[src/verilog/alarm_pkg.sv]
// Constants for the telecom bus alarm and status block.
// Assumes a 125 MHz system clock and an 8-bit register port.
`default_nettype none
package alarm_pkg;
    // Timing
    localparam int CLK_PERIOD_NS = 8;
    localparam int LOC_TIME_NS = 1000;
    localparam int LOC_TOL_NS = 500;
    localparam int LOC_CYCLES = LOC_TIME_NS / CLK_PERIOD_NS;
    localparam int LOC_CNT_W = 8;
    // Register offsets
    localparam logic [7:0] OFS_A_LAT = 8'h24;
    localparam logic [7:0] OFS_A_LIVE = 8'h25;
    localparam logic [7:0] OFS_B_LAT = 8'h26;
    localparam logic [7:0] OFS_B_LIVE = 8'h27;
    localparam logic [7:0] OFS_H4_LAT = 8'h28;
    localparam logic [7:0] OFS_H4_LIVE = 8'h29;
    localparam logic [7:0] OFS_CFG = 8'h2A;
    localparam logic [7:0] OFS_MSK_A = 8'h34;
    localparam logic [7:0] OFS_MSK_B = 8'h36;
    localparam logic [7:0] OFS_MSK_H4 = 8'h38;
    // Status fields
    localparam int ST_LOC = 7;
    localparam int ST_ALOC = 6;
    localparam int ST_PAR = 5;
    localparam int ST_UNUSED_LO = 3;
    localparam int ST_SLOT = 0;
    // Configuration fields
    localparam int CFG_FMT_SEL = 0;
    localparam int CFG_SINGLE = 1;
    localparam int CFG_ODD = 2;
    localparam int CFG_AIS_SEL = 3;
    localparam int CFG_ADD_TIM = 4;
    localparam logic [7:0] CFG_RESET = 8'h00;
    localparam logic [7:0] CFG_USED = 8'h1F;
    localparam logic [7:0] MSK_RESET = 8'h00;
    // Slots and H4 checking
    localparam int NSLOT = 3;
    localparam logic [2:0] SLOT_ALL = 3'h7;
    localparam logic [2:0] SLOT_FIRST = 3'h1;
    localparam logic [1:0] H4_LAST = 2'h3;
    localparam logic [1:0] H4_LOSS_MF = 2'h2;
    localparam logic [2:0] H4_LOCK_RUN = 3'h4;
    localparam logic [7:0] AIS_BYTE = 8'hFF;
    // Synchroniser layouts
    localparam int BS_E1 = 0;
    localparam int BS_H2 = 3;
    localparam int BS_H1 = 6;
    localparam int BS_H4 = 9;
    localparam int BS_DATA = 12;
    localparam int BS_PAR = 20;
    localparam int BS_W = 21;
    localparam int AS_VAL = 0;
    localparam int AS_H4 = 2;
    localparam int AS_W = 5;
endpackage
`default_nettype wire

[src/verilog/telecom_bus_alarm_status.sv]
// Alarm and status monitor for the A/B drop and B add telecom buses.
// Assumes bus signals are synchronous to their own bus clocks and
// that those clocks are well below a quarter of the 125 MHz CLK_I.
//
// Operation
// - External desync clock stuck about 1000 ns raises its loss flag.
// - Each clock loss flag clears on the first clock transition.
// - H4 multiframe loss after mismatches in two consecutive multiframes, format bit 0.
// - Expected H4 phase steps 00, 01, 10, 11, one per frame.
// - Reference counter keeps free running during multiframe loss.
// - Checker realigns after one full correct multiframe sequence, except one already four steps long when loss is declared.
// - Slot 2 and 3 H4 detectors off in single payload formats.
// - H4 loss bits come up as 1 after reset.
// - B drop clock stuck about 1000 ns raises drop clock loss.
// - Drop timing with drop clock loss floats add data, drops indicator.
// - Add timing with add clock loss flags, floats add data, drops indicator.
// - Drop parity checked each drop clock; mismatch only sets alarm.
// - Unused status bits read as zero.
// - Upstream AIS from H1/H2 or from E1x byte per select bit.
// - Slot 2 and 3 AIS indications off in single payload formats.
// - Each live status register has a latched twin, same layout.
//
// The strobed register port is this design's own decision.
`timescale 1ns/1ps
`default_nettype none
module telecom_bus_alarm_status (
    // Clock and reset
    input wire logic CLK_I,
    input wire logic RSTN_I,
    // Register port
    input wire logic [7:0] ADDR_I,
    input wire logic [7:0] WDATA_I,
    input wire logic WR_I,
    input wire logic RD_I,
    output logic [7:0] RDATA_O,
    output logic IRQ_O,
    // External desynchronizer clock
    input wire logic DESYNC_REF_CLOCK_IN_I,
    // A drop bus
    input wire logic A_DROP_CLK_I,
    input wire logic [2:0] A_DROP_H4_I,
    input wire logic [1:0] A_DROP_H4_DATA_I,
    // B drop bus
    input wire logic B_DROP_CLK_I,
    input wire logic [7:0] B_DROP_DATA_I,
    input wire logic B_DROP_PAR_I,
    input wire logic [2:0] B_DROP_H4_I,
    input wire logic [2:0] B_DROP_H1_I,
    input wire logic [2:0] B_DROP_H2_I,
    input wire logic [2:0] B_DROP_E1_I,
    // B add bus
    input wire logic B_ADD_CLK_I,
    input wire logic [7:0] ADD_DATA_I,
    input wire logic ADD_PAR_I,
    input wire logic ADD_IND_I,
    output logic [7:0] B_ADD_DATA_O,
    output logic B_ADD_PAR_O,
    output logic B_ADD_OE_O,
    output logic B_ADD_IND_O
);
    // Latched bit: live rise sets, written one clears, set wins
    function automatic logic [7:0] w1c(input logic [7:0] lat, input logic [7:0] live,
                                       input logic [7:0] prev, input logic hit,
                                       input logic [7:0] wd);
        logic [7:0] clr;
        clr = hit ? wd : 8'h00;
        return (lat & ~clr) | (live & ~prev);
    endfunction

    logic [7:0] cfg_r;
    logic [7:0] msk_a_r;
    logic [7:0] msk_b_r;
    logic [7:0] msk_h_r;
    logic [7:0] lat_a_r;
    logic [7:0] lat_b_r;
    logic [7:0] lat_h_r;
    logic [7:0] prev_a_r;
    logic [7:0] prev_b_r;
    logic [7:0] prev_h_r;
    logic [7:0] rdata_r;
    logic [alarm_pkg::BS_W-1:0] b_s1_r;
    logic [alarm_pkg::BS_W-1:0] b_s2_r;
    logic [alarm_pkg::AS_W-1:0] a_s1_r;
    logic [alarm_pkg::AS_W-1:0] a_s2_r;
    logic par_err_r;
    logic [2:0] h1ff_r;
    logic [2:0] ais_ptr_r;
    logic [2:0] ais_e_r;
    logic [7:0] add_data_r;
    logic add_par_r;
    logic add_ind_r;
    logic seen_h4_r;

    logic ext_loss;
    logic a_rise;
    logic b_rise;
    logic drop_loss;
    logic add_loss_raw;
    logic [5:0] h4_loss_w;

    // Clock loss monitors
    clock_stall_detect u_ext (
        .clk_i(CLK_I),
        .rstn_i(RSTN_I),
        .mon_clk_i(DESYNC_REF_CLOCK_IN_I),
        .rise_o(),
        .loss_o(ext_loss)
    );
    clock_stall_detect u_adrop (
        .clk_i(CLK_I),
        .rstn_i(RSTN_I),
        .mon_clk_i(A_DROP_CLK_I),
        .rise_o(a_rise),
        .loss_o()
    );
    clock_stall_detect u_bdrop (
        .clk_i(CLK_I),
        .rstn_i(RSTN_I),
        .mon_clk_i(B_DROP_CLK_I),
        .rise_o(b_rise),
        .loss_o(drop_loss)
    );
    clock_stall_detect u_badd (
        .clk_i(CLK_I),
        .rstn_i(RSTN_I),
        .mon_clk_i(B_ADD_CLK_I),
        .rise_o(),
        .loss_o(add_loss_raw)
    );

    // Configuration decode
    wire fmt_sel = cfg_r[alarm_pkg::CFG_FMT_SEL];
    wire single = cfg_r[alarm_pkg::CFG_SINGLE];
    wire odd_par = cfg_r[alarm_pkg::CFG_ODD];
    wire ais_sel = cfg_r[alarm_pkg::CFG_AIS_SEL];
    wire add_tim = cfg_r[alarm_pkg::CFG_ADD_TIM];
    wire [2:0] slot_mask = single ? alarm_pkg::SLOT_FIRST : alarm_pkg::SLOT_ALL;

    // Synchronised drop bus fields
    wire [7:0] b_data = b_s2_r[alarm_pkg::BS_DATA +: 8];
    wire b_par = b_s2_r[alarm_pkg::BS_PAR];
    wire [2:0] b_h1 = b_s2_r[alarm_pkg::BS_H1 +: 3] & {3{b_rise}};
    wire [2:0] b_h2 = b_s2_r[alarm_pkg::BS_H2 +: 3] & {3{b_rise}};
    wire [2:0] b_e1 = b_s2_r[alarm_pkg::BS_E1 +: 3] & {3{b_rise}};
    wire [2:0] b_h4 = b_s2_r[alarm_pkg::BS_H4 +: 3] & {3{b_rise}};
    wire [2:0] a_h4 = a_s2_r[alarm_pkg::AS_H4 +: 3] & {3{a_rise}};
    wire [1:0] a_val = a_s2_r[alarm_pkg::AS_VAL +: 2];
    wire [5:0] h4_stb = {b_h4, a_h4};
    wire [2:0] byte_ais = {3{b_data == alarm_pkg::AIS_BYTE}};

    // Parity over data and parity bit, even or odd
    wire par_bad = (^{b_par, b_data}) != odd_par;
    wire par_nxt = b_rise ? par_bad : par_err_r;

    // Upstream AIS per slot
    wire [2:0] h1ff_nxt = (h1ff_r & ~b_h1) | (b_h1 & byte_ais);
    wire [2:0] ptr_nxt = (ais_ptr_r & ~b_h2) | (b_h2 & byte_ais & h1ff_r);
    wire [2:0] e_nxt = (ais_e_r & ~b_e1) | (b_e1 & byte_ais);
    wire [2:0] ais_live = (ais_sel ? ais_e_r : ais_ptr_r) & slot_mask;

    // Add bus inhibit by timing source
    wire add_loss = add_tim && add_loss_raw;
    wire inhibit = add_tim ? add_loss_raw : drop_loss;

    // H4 multiframe checkers, A slots 0-2 then B slots 3-5
    wire [5:0] h4_en = {6{!fmt_sel}} & {slot_mask, slot_mask};
    wire [5:0] h4_live = h4_loss_w & h4_en;

    genvar s;
    generate
        for (s = 0; s < 2 * alarm_pkg::NSLOT; s++)
        begin : g_h4
            logic [1:0] ref_r;
            logic [1:0] prev_r;
            logic [1:0] bad_r;
            logic [2:0] run_r;
            logic err_r;
            logic loss_r;
            wire stb = h4_stb[s];
            wire [1:0] val = (s < alarm_pkg::NSLOT) ? a_val : b_data[1:0];
            wire [1:0] expect_v = ref_r + 2'h1;
            wire miss = (val != expect_v) || err_r;
            wire last = (expect_v == alarm_pkg::H4_LAST);
            wire seq_ok = (val == prev_r + 2'h1);
            wire relock = loss_r && stb && seq_ok && (run_r == alarm_pkg::H4_LOCK_RUN - 3'h1);
            wire mf_end = stb && last;
            wire declare = mf_end && miss && (bad_r == alarm_pkg::H4_LOSS_MF - 2'h1);
            wire [1:0] ref_nxt = stb ? (relock ? val : expect_v) : ref_r;
            wire err_nxt = stb ? (!last && miss && !relock) : err_r;
            wire [1:0] bad_nxt = (relock || (mf_end && !miss)) ? 2'h0 :
                                 (mf_end && bad_r != alarm_pkg::H4_LOSS_MF) ? bad_r + 2'h1 : bad_r;
            wire loss_nxt = relock ? 1'b0 : (declare ? 1'b1 : loss_r);
            wire [2:0] run_nxt = (!stb || relock) ? (relock ? 3'h0 : run_r) :
                                 (!seq_ok ? 3'h0 :
                                 (run_r == alarm_pkg::H4_LOCK_RUN ? run_r : run_r + 3'h1));

            assign h4_loss_w[s] = loss_r;

            always_ff @(posedge CLK_I or negedge RSTN_I)
            begin
                if (!RSTN_I)
                begin
                    ref_r <= 2'h0;
                    prev_r <= 2'h0;
                    bad_r <= 2'h0;
                    run_r <= 3'h0;
                    err_r <= 1'b0;
                    loss_r <= 1'b1;
                end
                else
                begin
                    ref_r <= ref_nxt;
                    prev_r <= stb ? val : prev_r;
                    bad_r <= bad_nxt;
                    run_r <= run_nxt;
                    err_r <= err_nxt;
                    loss_r <= loss_nxt;
                end
            end

        end
    endgenerate

    // Live and latched status words
    wire [7:0] live_a = {ext_loss, 4'h0, h4_live[2:0]};
    wire [7:0] live_b = {drop_loss, add_loss, par_err_r, 2'h0, ais_live};
    wire [7:0] live_h = {5'h00, h4_live[5:3]};

    wire wr_lat_a = WR_I && (ADDR_I == alarm_pkg::OFS_A_LAT);
    wire wr_lat_b = WR_I && (ADDR_I == alarm_pkg::OFS_B_LAT);
    wire wr_lat_h = WR_I && (ADDR_I == alarm_pkg::OFS_H4_LAT);
    wire [7:0] lat_a_nxt = w1c(lat_a_r, live_a, prev_a_r, wr_lat_a, WDATA_I);
    wire [7:0] lat_b_nxt = w1c(lat_b_r, live_b, prev_b_r, wr_lat_b, WDATA_I);
    wire [7:0] lat_h_nxt = w1c(lat_h_r, live_h, prev_h_r, wr_lat_h, WDATA_I);

    // Read selection, unmapped reads return zero
    wire [7:0] rd_mux =
        (ADDR_I == alarm_pkg::OFS_A_LAT) ? lat_a_r :
        (ADDR_I == alarm_pkg::OFS_A_LIVE) ? live_a :
        (ADDR_I == alarm_pkg::OFS_B_LAT) ? lat_b_r :
        (ADDR_I == alarm_pkg::OFS_B_LIVE) ? live_b :
        (ADDR_I == alarm_pkg::OFS_H4_LAT) ? lat_h_r :
        (ADDR_I == alarm_pkg::OFS_H4_LIVE) ? live_h :
        (ADDR_I == alarm_pkg::OFS_CFG) ? cfg_r :
        (ADDR_I == alarm_pkg::OFS_MSK_A) ? msk_a_r :
        (ADDR_I == alarm_pkg::OFS_MSK_B) ? msk_b_r :
        (ADDR_I == alarm_pkg::OFS_MSK_H4) ? msk_h_r : 8'h00;

    assign RDATA_O = rdata_r;
    assign IRQ_O = |{lat_a_r & msk_a_r, lat_b_r & msk_b_r, lat_h_r & msk_h_r};
    assign B_ADD_DATA_O = add_data_r;
    assign B_ADD_PAR_O = add_par_r;
    assign B_ADD_OE_O = !inhibit;
    assign B_ADD_IND_O = add_ind_r && !inhibit;

    // Synchronisers for bus fields
    always_ff @(posedge CLK_I or negedge RSTN_I)
    begin
        if (!RSTN_I)
        begin
            b_s1_r <= '0;
            b_s2_r <= '0;
            a_s1_r <= '0;
            a_s2_r <= '0;
        end
        else
        begin
            b_s1_r <= {B_DROP_PAR_I, B_DROP_DATA_I, B_DROP_H4_I, B_DROP_H1_I, B_DROP_H2_I,
                       B_DROP_E1_I};
            b_s2_r <= b_s1_r;
            a_s1_r <= {A_DROP_H4_I, A_DROP_H4_DATA_I};
            a_s2_r <= a_s1_r;
        end
    end

    // Drop bus alarms and add bus data
    always_ff @(posedge CLK_I or negedge RSTN_I)
    begin
        if (!RSTN_I)
        begin
            par_err_r <= 1'b0;
            h1ff_r <= 3'h0;
            ais_ptr_r <= 3'h0;
            ais_e_r <= 3'h0;
            add_data_r <= 8'h00;
            add_par_r <= 1'b0;
            add_ind_r <= 1'b0;
            seen_h4_r <= 1'b0;
        end
        else
        begin
            par_err_r <= par_nxt;
            h1ff_r <= h1ff_nxt;
            ais_ptr_r <= ptr_nxt;
            ais_e_r <= e_nxt;
            add_data_r <= ADD_DATA_I;
            add_par_r <= ADD_PAR_I;
            add_ind_r <= ADD_IND_I;
            seen_h4_r <= seen_h4_r || (|h4_stb);
        end
    end

    // Register file
    always_ff @(posedge CLK_I or negedge RSTN_I)
    begin
        if (!RSTN_I)
        begin
            cfg_r <= alarm_pkg::CFG_RESET;
            msk_a_r <= alarm_pkg::MSK_RESET;
            msk_b_r <= alarm_pkg::MSK_RESET;
            msk_h_r <= alarm_pkg::MSK_RESET;
            rdata_r <= 8'h00;
        end
        else
        begin
            if (WR_I && ADDR_I == alarm_pkg::OFS_CFG)
                cfg_r <= WDATA_I & alarm_pkg::CFG_USED;
            if (WR_I && ADDR_I == alarm_pkg::OFS_MSK_A)
                msk_a_r <= WDATA_I;
            if (WR_I && ADDR_I == alarm_pkg::OFS_MSK_B)
                msk_b_r <= WDATA_I;
            if (WR_I && ADDR_I == alarm_pkg::OFS_MSK_H4)
                msk_h_r <= WDATA_I;
            rdata_r <= RD_I ? rd_mux : 8'h00;
        end
    end

    // Latched twins and live history
    always_ff @(posedge CLK_I or negedge RSTN_I)
    begin
        if (!RSTN_I)
        begin
            lat_a_r <= 8'h00;
            lat_b_r <= 8'h00;
            lat_h_r <= 8'h00;
            prev_a_r <= 8'h00;
            prev_b_r <= 8'h00;
            prev_h_r <= 8'h00;
        end
        else
        begin
            lat_a_r <= lat_a_nxt;
            lat_b_r <= lat_b_nxt;
            lat_h_r <= lat_h_nxt;
            prev_a_r <= live_a;
            prev_b_r <= live_b;
            prev_h_r <= live_h;
        end
    end
endmodule // telecom_bus_alarm_status
`default_nettype wire

[src/verilog/clock_stall_detect.sv]
// Clock stall detector: synchronises a foreign clock, finds its edges.
// Assumes the monitored clock is far slower than clk_i.
`timescale 1ns/1ps
`default_nettype none
module clock_stall_detect (
    // System side
    input wire logic clk_i,
    input wire logic rstn_i,
    // Monitored clock
    input wire logic mon_clk_i,
    // Results
    output logic rise_o,
    output logic loss_o
);
    localparam logic [alarm_pkg::LOC_CNT_W-1:0] LIM =
        alarm_pkg::LOC_CNT_W'(alarm_pkg::LOC_CYCLES - 1);

    logic sync1_r;
    logic sync2_r;
    logic prev_r;
    logic loss_r;
    logic [alarm_pkg::LOC_CNT_W-1:0] cnt_r;
    logic [alarm_pkg::LOC_CNT_W-1:0] cnt_nxt;
    logic loss_nxt;
    wire edge_w = sync2_r ^ prev_r;
    wire at_lim_w = (cnt_r == LIM);

    // Count system cycles since the last edge of either sense
    assign cnt_nxt = edge_w ? '0 : (at_lim_w ? cnt_r : cnt_r + 1'b1);
    assign loss_nxt = !edge_w && (loss_r || at_lim_w);
    assign rise_o = sync2_r && !prev_r;
    assign loss_o = loss_r;

    always_ff @(posedge clk_i or negedge rstn_i)
    begin
        if (!rstn_i)
        begin
            sync1_r <= 1'b0;
            sync2_r <= 1'b0;
            prev_r <= 1'b0;
        end
        else
        begin
            sync1_r <= mon_clk_i;
            sync2_r <= sync1_r;
            prev_r <= sync2_r;
        end
    end

    always_ff @(posedge clk_i or negedge rstn_i)
    begin
        if (!rstn_i)
        begin
            cnt_r <= '0;
            loss_r <= 1'b0;
        end
        else
        begin
            cnt_r <= cnt_nxt;
            loss_r <= loss_nxt;
        end
    end
endmodule // clock_stall_detect
`default_nettype wire

[config.mk]
export PLATFORM = sky130hd
export DESIGN_NAME = telecom_bus_alarm_status
export DESIGN_NICKNAME = d
export VERILOG_FILES = /design/src/verilog/alarm_pkg.sv /design/src/verilog/telecom_bus_alarm_status.sv /design/src/verilog/clock_stall_detect.sv
export SDC_FILE = /design/constraint.sdc
export NUM_CORES = 1
export LEC_CHECK = 0
export ABC_CLOCK_PERIOD_IN_PS = 2100
export BUFFER_PORTS_ARGS = -buffer_cell sky130_fd_sc_hd__buf_2
export CAP_MARGIN = 0
export CORE_UTILIZATION = 35
export CTS_CLUSTER_SIZE = 12
export DETAILED_ROUTE_END_ITERATION = 16
export PLACE_DENSITY_LB_ADDON = 0.08
export SLEW_MARGIN = 10
export SYNTH_ARGS = -nofsm -noshare
export SYNTH_HDL_FRONTEND = slang
export SYNTH_SLANG_ARGS = --single-unit
export TNS_END_PERCENT = 100
[constraint.sdc]
create_clock -name CLK_I -period 2.1 [get_ports CLK_I]
set_clock_uncertainty 0.05 [all_clocks]
set_input_delay 0.21 -clock CLK_I [delete_from_list [all_inputs] [get_ports CLK_I]]
set_output_delay 0.21 -clock CLK_I [all_outputs]
set_load 0.02 [all_outputs]
* Word level (Yosys, flattened, before mapping) *
Index checks and enable logic that the tools add are counted.
Widths: inputs -> output; s select.

storage, ports and cells
  flip-flop bits (word level) = 251
  input port bits = 60
  output and inout bits = 20
  logic and storage cells = 440

cells by class
  add/sub/neg operators = 27
  equal/unequal tests = 72
  mux-type cells = 77
  bitwise logic cells = 42
  reduce and logical (&&, ||, !) cells = 146

operators with widths
  kind                 number
  $mux 8               20
  $eq 8x6->1 const B   10
  $mux 3               26
  $logic_and 1x1->1    74
  $and 8x8->8          8
  $not 8->8            5
  $and 3x3->3          13
  $add 2x1->2 const B  18
  $mux 2               18
  $logic_not 1->1      31
  $add 8x1->8 const B  3
  $eq 8x7->1 const B   3
  $ne 2x2->1 const B   12
  $or 8x8->8           3
  $reduce_bool 2->1    12
  $reduce_or 24->1     1
  $logic_or 1x1->1     21
  $add 3x1->3 const B  6
  $eq 3x2->1 const B   6
  $eq 3x3->1 const B   6
  $ne 3x3->1 const B   6
  $mux 1               13
  $and 6x6->6          2
  $eq 2x1->1 const B   6
  other kinds (13)     41

* Depth between registers and ports, before layout *
Gate-level depths: netlist of the first run.

  depth after elaboration = 12
  mapped depth = 9
  mapped depth without buffers = 7

* Cells and area by module *
From an unflattened synthesis of the first run, not the netlist that was laid out.

second synthesis, totals
  cells, all modules = 1074
  area total of the unflattened synthesis = 11991.5 um^2

modules (own cells, without submodules)
  module                    instances  cells each  area each (um^2)  seq. area each (um^2)
  telecom_bus_alarm_status  1          854         9639.2            5312.6
  clock_stall_detect        4          55          588.1             300.3

* Worst setup path after synthesis of the first run *
No wires, ideal clock.

  path kind = register to register
  start point = reg b_s2_r[13] (netlist name)
  end point = reg g_h4[4].run_r[1]
  library setup time = 0.122 ns
  data arrival time = 1.595 ns
  required time = 1.928 ns
  setup slack = 0.333 ns
  cell stages (with the launch flop) = 7
  buffers on the path = 1
  cell sequence = dfrtp_1 buf_6 xor2_1 mux2i_2 nor3b_2 a31o_1 a32o_1

on the way
  word-level cells in the longest chain between the ends = 6
  elaborated cells on any way between the ends = 9
  those cells by class = 3 x eq/ne; 2 x mux; 4 x reduce/logical

RTL lines
  element                                                           RTL line                         RTL
  start, declared                                                   telecom_bus_alarm_status.sv:82   logic [alarm_pkg::BS_W-1:0] b_s2_r;
  start signal, assigned                                            telecom_bus_alarm_status.sv:270  b_s2_r <= b_s1_r;
  $eq 2x2->1 (*)                                                    telecom_bus_alarm_status.sv:184  wire seq_ok = (val == prev_r + 2'h1);
  $logic_and 1x1->1 (2 in series)                                   telecom_bus_alarm_status.sv:185  wire relock = loss_r && stb && seq_ok && (run_r == alarm_pkg::H4_LOCK_RUN - 3'h1);
  $logic_or 1x1->1                                                  telecom_bus_alarm_status.sv:193  wire [2:0] run_nxt = (!stb || relock) ? (relock ? 3'h0 : run_r) :
  $ne 3x3->1 (no source line) / $ne 2x2->1 (equally long branches)  n/a
  $reduce_and 2->1 (no source line)                                 n/a
  end signal, assigned                                              telecom_bus_alarm_status.sv:215  run_r <= run_nxt;
  end, declared                                                     telecom_bus_alarm_status.sv:176  logic [2:0] run_r;

Every way passes the cells marked *; elsewhere a longest branch is shown, timed or not.
A chain may end at the register's enable or synchronous reset.

* Worst setup path in the final report of the first run *
  start point = reg lat_h_r[4]
  end point = out IRQ_O

on the way
  word-level cells in the longest chain between the ends = 2

RTL lines
  element                 RTL line                         RTL
  start, declared         telecom_bus_alarm_status.sv:76   logic [7:0] lat_h_r;
  start signal, assigned  telecom_bus_alarm_status.sv:344  lat_h_r <= lat_h_nxt;
  $and 8x8->8             telecom_bus_alarm_status.sv:250  assign IRQ_O = |{lat_a_r & msk_a_r, lat_b_r & msk_b_r, lat_h_r & msk_h_r};
  $reduce_or 24->1        telecom_bus_alarm_status.sv:250
  end, declared           telecom_bus_alarm_status.sv:36   output logic IRQ_O,

Every way passes these cells.

==> results.sh, run 1 <==
export IMPL_cts_buffers=30
export IMPL_switchingPower_mw=3.62
export IMPL_pre_cts_ws_ns=0.0775
export IMPL_finalSetupViolCount=1
export IMPL_synth_cell_types=78
export IMPL_violations="negative setup slack"
export IMPL_grt_max_degree=81
export IMPL_period_minus_slack_ns=2.11
export IMPL_antenna_found_initial=3
export IMPL_crit_reg2reg_launch="b_s2_r[12]"
export IMPL_seqPwrFrac_pct=44.1
export IMPL_drt_total_wl_um=25900
export IMPL_cts_tree="yes"
export IMPL_grt_pass1_wl_um=42700
export IMPL_start_util_pct=35.6
export IMPL_p_comb_share_pct=15.4
export IMPL_cts_root_buffer="clkbuf_16"
export IMPL_path_class="flop to output pin"
export IMPL_dpl_cell_area_sq_mm=0.0124
export IMPL_synth_top_area_cell="dfrtp_1"
export IMPL_reg2reg_to="g_h4[5].ref_r[1]"
export IMPL_die_y_um=181
export IMPL_period_share_pct=100
export IMPL_syn_to_final_growth_pct=25.8
export IMPL_io_pins=80
export IMPL_slew_viol_final=0
export IMPL_cp_max_fo=2
export IMPL_ys_seq_area_share_pct=56.0
export IMPL_crit_path_frequent_cell="nand4_1"
export IMPL_clock_latency_ns=0.59
export IMPL_viasPerCell=4.91
export IMPL_avgRoutedWirePerCell_um=15.9
export IMPL_synthTopCellsByCount="dfrtp_1 (245), nand2_1 (120), inv_1 (72), nor2_1 (60), ha_1 (47)"
export IMPL_drive_above_1_share_pct=20.9
export IMPL_p_leak_nw=6.46
export IMPL_vdd_drop_max_mv=0.617
export IMPL_yosysTopAreaCellShare_pct=54.6
export IMPL_clock_path_buffers=3
export IMPL_slowest_delay_ns=0.39
export IMPL_worstPathRequired_ns=1.84
export IMPL_slew_headroom_pct=51.3
export IMPL_layout_nets=1307
export IMPL_grt_usage_pct=16.3
export IMPL_cp_depth=5
export IMPL_critical_path_cell_chain="a22oi_2 -> nand4_1 -> nor2_1 -> nand4_1 -> buf_6"
export IMPL_swShare_pct=27.0
export IMPL_finalWorstSetupSlack_ns=-0.0104
export IMPL_r2r_slack_ns=0.20
export IMPL_ys_ff_latch=251
export IMPL_drc=0
export IMPL_worst_slew_pin_slew_ns=0.728
export IMPL_holdCritStartpoint="WR_I"
export IMPL_grt_pass1_vias=7892
export IMPL_detailedRoute_firstIterationViolations=366
export IMPL_syn_area_sq_mm=0.0112
export IMPL_timing_hold_violations_final=0
export IMPL_synth_edf_count=0
export IMPL_start_kind="flop"
export IMPL_place_congestion=0.886
export IMPL_fillers=2993
export IMPL_min_path_type="input port to flop"
export IMPL_cts_sinks=251
export IMPL_powerDensity_mw_per_mm2=949
export IMPL_vias=7988
export IMPL_hold_depth=5
export IMPL_holdWs_ns=0.125
export IMPL_clkPwrFrac_pct=40.5
export IMPL_htree_levels=1
export IMPL_syn_inst=1005
export IMPL_port_buffers=79
export IMPL_critPathArrivalTime_ns=1.85
export IMPL_grt_overflow=0
export IMPL_finish_utilization_pct=44.8
export IMPL_internal_power_mw=9.79
export IMPL_status="complete, but fails checks"
export IMPL_async_flop_share_pct=100
export IMPL_synth_top_flop_cell="dfrtp_1"
export IMPL_die_width_um=181
export IMPL_register_area_sq_mm=0.00629
export IMPL_rsz0062_at_grt="yes"
export IMPL_fmaxAchievable_mhz=474
export IMPL_worst_path_buf_inv=1
export IMPL_power_mw=13.4
export IMPL_syn_num_nets=1112
export IMPL_endpoint_kind="output pin"
export IMPL_avgSynthCellArea_sq_um=11.2
export IMPL_die_area_sq_mm=0.0328
export IMPL_worstRegToRegCells=5
export IMPL_hpwl_um=17900
export IMPL_maxCapViolCount=0
export IMPL_critPathTopFamily="simple AND/OR/NAND/NOR gates"
export IMPL_fin_area_sq_mm=0.0141
export IMPL_drt_pass1_iter_count=5
export IMPL_multi_input_area_sq_mm=0.00459
export IMPL_synth_most_common_cell="dfrtp_1"
export IMPL_synth_warnings=0
export IMPL_ant_nets=0
export IMPL_core_sq_mm=0.0316
export IMPL_min_delay_worst_endpoint="lat_h_r[1]"
export IMPL_num_rows=65
export IMPL_cp_slowest_cell="dfrtp_1"
export IMPL_path_clk_slew_ns=0.06
export IMPL_ys_top_cells_by_area="dfrtp_1 (55%), ha_1 (5.2%), nand2_1 (4.0%)"
## cell usage in the layout, fill, tap and decap left out, drive strengths merged, types with 8 or more instances in the layout
| cell | count |
|---|---|
| nor2 | 65 |
| nand2 | 121 |
| mux2i | 20 |
| dlygate4sd3 | 51 |
| a21boi | 17 |
| o21ai | 38 |
| xor2 | 12 |
| nor3 | 21 |
| and2 | 8 |
| nor2b | 19 |
| nand4 | 10 |
| ha | 47 |
| mux2 | 41 |
| buf | 138 |
| a21oi | 42 |
| dfrtp | 245 |
| inv | 72 |
| xnor2 | 28 |
| a21o | 9 |
| clkbuf | 43 |
| nor4 | 16 |
| clkinv | 8 |
| nand3 | 17 |
| o2bb2ai | 10 |
| a22oi | 15 |
## cells by family after synthesis
family          share of synthesized area [%]
compound gates                           11.9
xor+xnor                                 3.12
mux                                      6.13
fa+ha+maj                                5.24
buf+inv                                  3.43
simple gates                             14.2
flops                                    56.0
## power by group through the flow
stage	clock network, mW	registers [mW]	logic, mW
floorplan	0	5.84	1.40
global placement	0	6.00	1.96
detailed placement	0	6.00	1.99
CTS	5.64	5.92	2.10
global route	5.81	6.00	2.38
finish	5.44	5.91	2.06
## area by class of cell
cell class                      instances  area share (%)
Clock inverter                         13            1.36
Inverter                               72            1.91
Multi-Input combinational cell        656            32.5
Timing Repair Buffer                  189            9.93
Tap cell                              402            3.56
Clock buffer                           43            6.16
Antenna cell                            2          0.0354
Sequential cell                       251            44.5
## worst max-delay path by stage
stage,slack (ns),from,endpoint
after floorplan,0.33,b_s2_r[13],g_h4[4].run_r[1]
after global placement,0.14,ADDR_I[4],RDATA_O[6]
after detailed placement,0.08,ADDR_I[4],RDATA_O[6]
after CTS,-0.01,lat_h_r[4],IRQ_O
after global routing,-0.09,lat_b_r[5],IRQ_O
final,-0.01,lat_h_r[4],IRQ_O
## flip-flops by register name, indices dropped and copies added (netlist names), 6 cells and up, named ones only
signal and flops:
lat_h_r 8, RDATA_O 8, g_h4.run_r 18, prev_b_r 6, g_h4.ref_r 12, g_h4.err_r 6, msk_h_r 8, u_bdrop.cnt_r 8
g_h4.loss_r 6, B_ADD_DATA_O 8, b_s2_r 21, g_h4.prev_r 12, lat_a_r 8, b_s1_r 21, msk_b_r 8, u_badd.cnt_r 8
g_h4.bad_r 12, u_ext.cnt_r 8, msk_a_r 8, lat_b_r 8
## repair_timing
| item | CTS | global route |
|---|---|---|
| endpoints found under the setup margin | 1 | 4 |
| buffers inserted | 13 | 0 |
| hold endpoints to repair | 346 | 0 |
| hold buffers | 51 | 0 |
| gates resized for setup | 6 | 4 |
| pin swaps | 4 | 1 |
## layer usage
| metal | part of all wire (%) | GRT usage [%] | vias to the layer above |
|---|---|---|---|
| met5 | 0.050 | 0 | - |
| met4 | 2.5 | 5.19 | 2 |
| met3 | 5.9 | 3.85 | 51 |
| met2 | 42 | 23.7 | 190 |
| met1 | 49 | 23.7 | 3834 |
| li1 | - | - | 3911 |
## worst register-to-register path: stages, from the launching register on
cell and delay, ns:
dfrtp_1 0.64, nor2b_1 0.19, mux2i_1 0.13, nor3_2 0.47, mux2i_1 0.25, o21ai_1 0.07
## per-stage QoR
| step | TNS, ns | std cells |
|---|---|---|
| 2_1_floorplan | 0 | 1005 |
| 3_3_place_gp | 0 | 1506 |
| 3_5_place_dp | 0 | 1506 |
| 4_1_cts | -0.0130 | 1626 |
| 5_1_grt | -0.0872 | 1628 |
| 6_report | -0.0104 | 1628 |
Note: power is estimated with default switching activity, not from simulation.
==> run 2, diff against run 1 <==
- CORE_ASPECT_RATIO: unset -> 0.5
==> results.sh, run 2 (same netlist as run 1, synthesis figures left out) <==
export IMPL_grt_max_degree=57
export IMPL_port_buffers=79
export IMPL_final_common_cell="dfrtp_1"
export IMPL_path_class="flop to output pin"
export IMPL_min_path_type="input port to flop"
export IMPL_seqPwrFrac_pct=47.2
export IMPL_p_comb_share_pct=16.4
export IMPL_cts_sinks=251
export IMPL_powerDensity_mw_per_mm2=905
export IMPL_drc=0
export IMPL_layout_nets=1296
export IMPL_cts_tree="yes"
export IMPL_fin_area_sq_mm=0.0138
export IMPL_switchingPower_mw=3.44
export IMPL_vias=8044
export IMPL_swShare_pct=27.4
export IMPL_syn_to_final_growth_pct=23.2
export IMPL_finalWorstSetupSlack_ns=0.0570
export IMPL_critPathArrivalTime_ns=1.78
export IMPL_clock_path_buffers=3
export IMPL_clkPwrFrac_pct=36.4
export IMPL_drt_pass1_iter_count=5
export IMPL_antenna_found_initial=1
export IMPL_cts_root_buffer="clkbuf_16"
export IMPL_viasPerCell=4.94
export IMPL_crit_start="lat_b_r[2]"
export IMPL_fmaxAchievable_mhz=489
export IMPL_clock_latency_ns=0.53
export IMPL_htree_levels=1
export IMPL_cts_buffers=26
export IMPL_grt_usage_pct=16.2
export IMPL_num_rows=45
export IMPL_start_kind="flop"
export IMPL_period_share_pct=97.3
export IMPL_die_width_um=255
export IMPL_period_minus_slack_ns=2.04
export IMPL_worst_slew_pin_slew_ns=0.714
export IMPL_grt_pass1_vias=8085
export IMPL_worstRegToRegCells=5
export IMPL_final_cell_mix="dfrtp_1 (245), nand2_1 (120), buf_2 (78), inv_1 (72), nor2_1 (60)"
export IMPL_vdd_drop_max_mv=0.597
export IMPL_drt_total_wl_um=25900
export IMPL_die_y_um=129
export IMPL_path_clk_slew_ns=0.07
export IMPL_pre_cts_ws_ns=0.111
export IMPL_reg2reg_to="g_h4[4].run_r[1]"
export IMPL_slew_headroom_pct=52.2
export IMPL_grt_overflow=0
export IMPL_maxCapViolCount=0
export IMPL_hpwl_um=18000
export IMPL_status="complete, no violations"
export IMPL_avgRoutedWirePerCell_um=15.9
export IMPL_slew_viol_final=0
export IMPL_detailedRoute_firstIterationViolations=489
export IMPL_drive_above_1_share_pct=19.2
export IMPL_place_congestion=0.880
export IMPL_io_pins=80
export IMPL_finalSetupViolCount=0
export IMPL_p_leak_nw=6.31
export IMPL_grt_pass1_wl_um=42800
export IMPL_dpl_cell_area_sq_mm=0.0125
export IMPL_ant_nets=0
export IMPL_timing_hold_violations_final=0
export IMPL_fillers=2851
export IMPL_internal_power_mw=9.08
export IMPL_die_area_sq_mm=0.0328
export IMPL_top_regs="b_s1_r x21, b_s2_r x21, g_h4.run_r x18"
export IMPL_core_sq_mm=0.0309
export IMPL_r2r_slack_ns=0.22
export IMPL_endpoint="IRQ_O"
export IMPL_crit_reg2reg_launch="b_s2_r[13]"
export IMPL_worstPathRequired_ns=1.84
export IMPL_cp_max_fo=3
export IMPL_endpoint_kind="output pin"
export IMPL_start_util_pct=36.3
## run 2: per-layer routing
layer,vias to the layer above,wire length [um],track usage [%]
met1,3942,12700,22.8
met3,42,1180,3.25
li1,3874,-,-
met5,-,0,0
met4,0,605,4.11
met2,186,11400,25.7
## run 2: cell type report
| cell class | count | area (sq um) | share of cell area (%) |
|---|---|---|---|
| antenna | 1 | 2.50 | 0.0181 |
| multi-input combinational | 656 | 4580 | 33.1 |
| inverter | 72 | 270 | 1.95 |
| timing repair buffer | 182 | 1340 | 9.69 |
| tap | 423 | 529 | 3.83 |
| clock inverter | 2 | 35.0 | 0.253 |
| sequential | 251 | 6290 | 45.5 |
| clock buffer | 42 | 792 | 5.72 |
## run 2: worst min path at each step
stage | slack [ns] | to | from | cells after the start
floorplan | -0.14 | B_ADD_DATA_O[0] | RSTN_I | 0
global placement | 0.14 | u_ext.prev_r | RSTN_I | 1
detailed placement | 0.14 | u_ext.sync1_r | RSTN_I | 1
CTS | 0.005 | lat_b_r[2] | WDATA_I[2] | 3
global route | 0.10 | msk_h_r[2] | WR_I | 4
finish | 0.11 | msk_h_r[2] | WR_I | 4
## run 2: what timing repair did
action	4_1_cts	5_1_grt
gates resized for setup	1	3
hold buffers	49	1
setup buffers	0	2
endpoints found under the hold margin	227	1
endpoints found under the setup margin	1	1
## run 2: power by group through the flow
stage	Clock [mW]	Combinational (mW)	Sequential (mW)
after floorplan	0	1.40	5.84
after global placement	0	1.93	5.98
after detailed placement	0	2.01	6.00
after CTS	4.74	2.09	5.92
after global routing	4.95	2.36	6.00
final	4.55	2.05	5.91
## run 2: stage by stage
stage	total power [mW]	setup TNS, ns	util (%)	std cells	hold slack, ns
2_1_floorplan	7.24	0	-	1005	-0.136
3_3_place_gp	7.91	0	40.3	1532	0.143
3_5_place_dp	8.01	0	40.3	1532	0.142
4_1_cts	12.8	0	44.6	1625	0.00472
5_1_grt	13.3	-0.0199	44.8	1628	0.101
6_report	12.5	0	44.8	1629	0.106
## run 2: worst max-delay path, cell delays in order (launching register included)
cell and delay, ns:
dfrtp_1 0.45, a22o_1 0.21, a221oi_2 0.25, nand4_1 0.15
buf_2 0.18
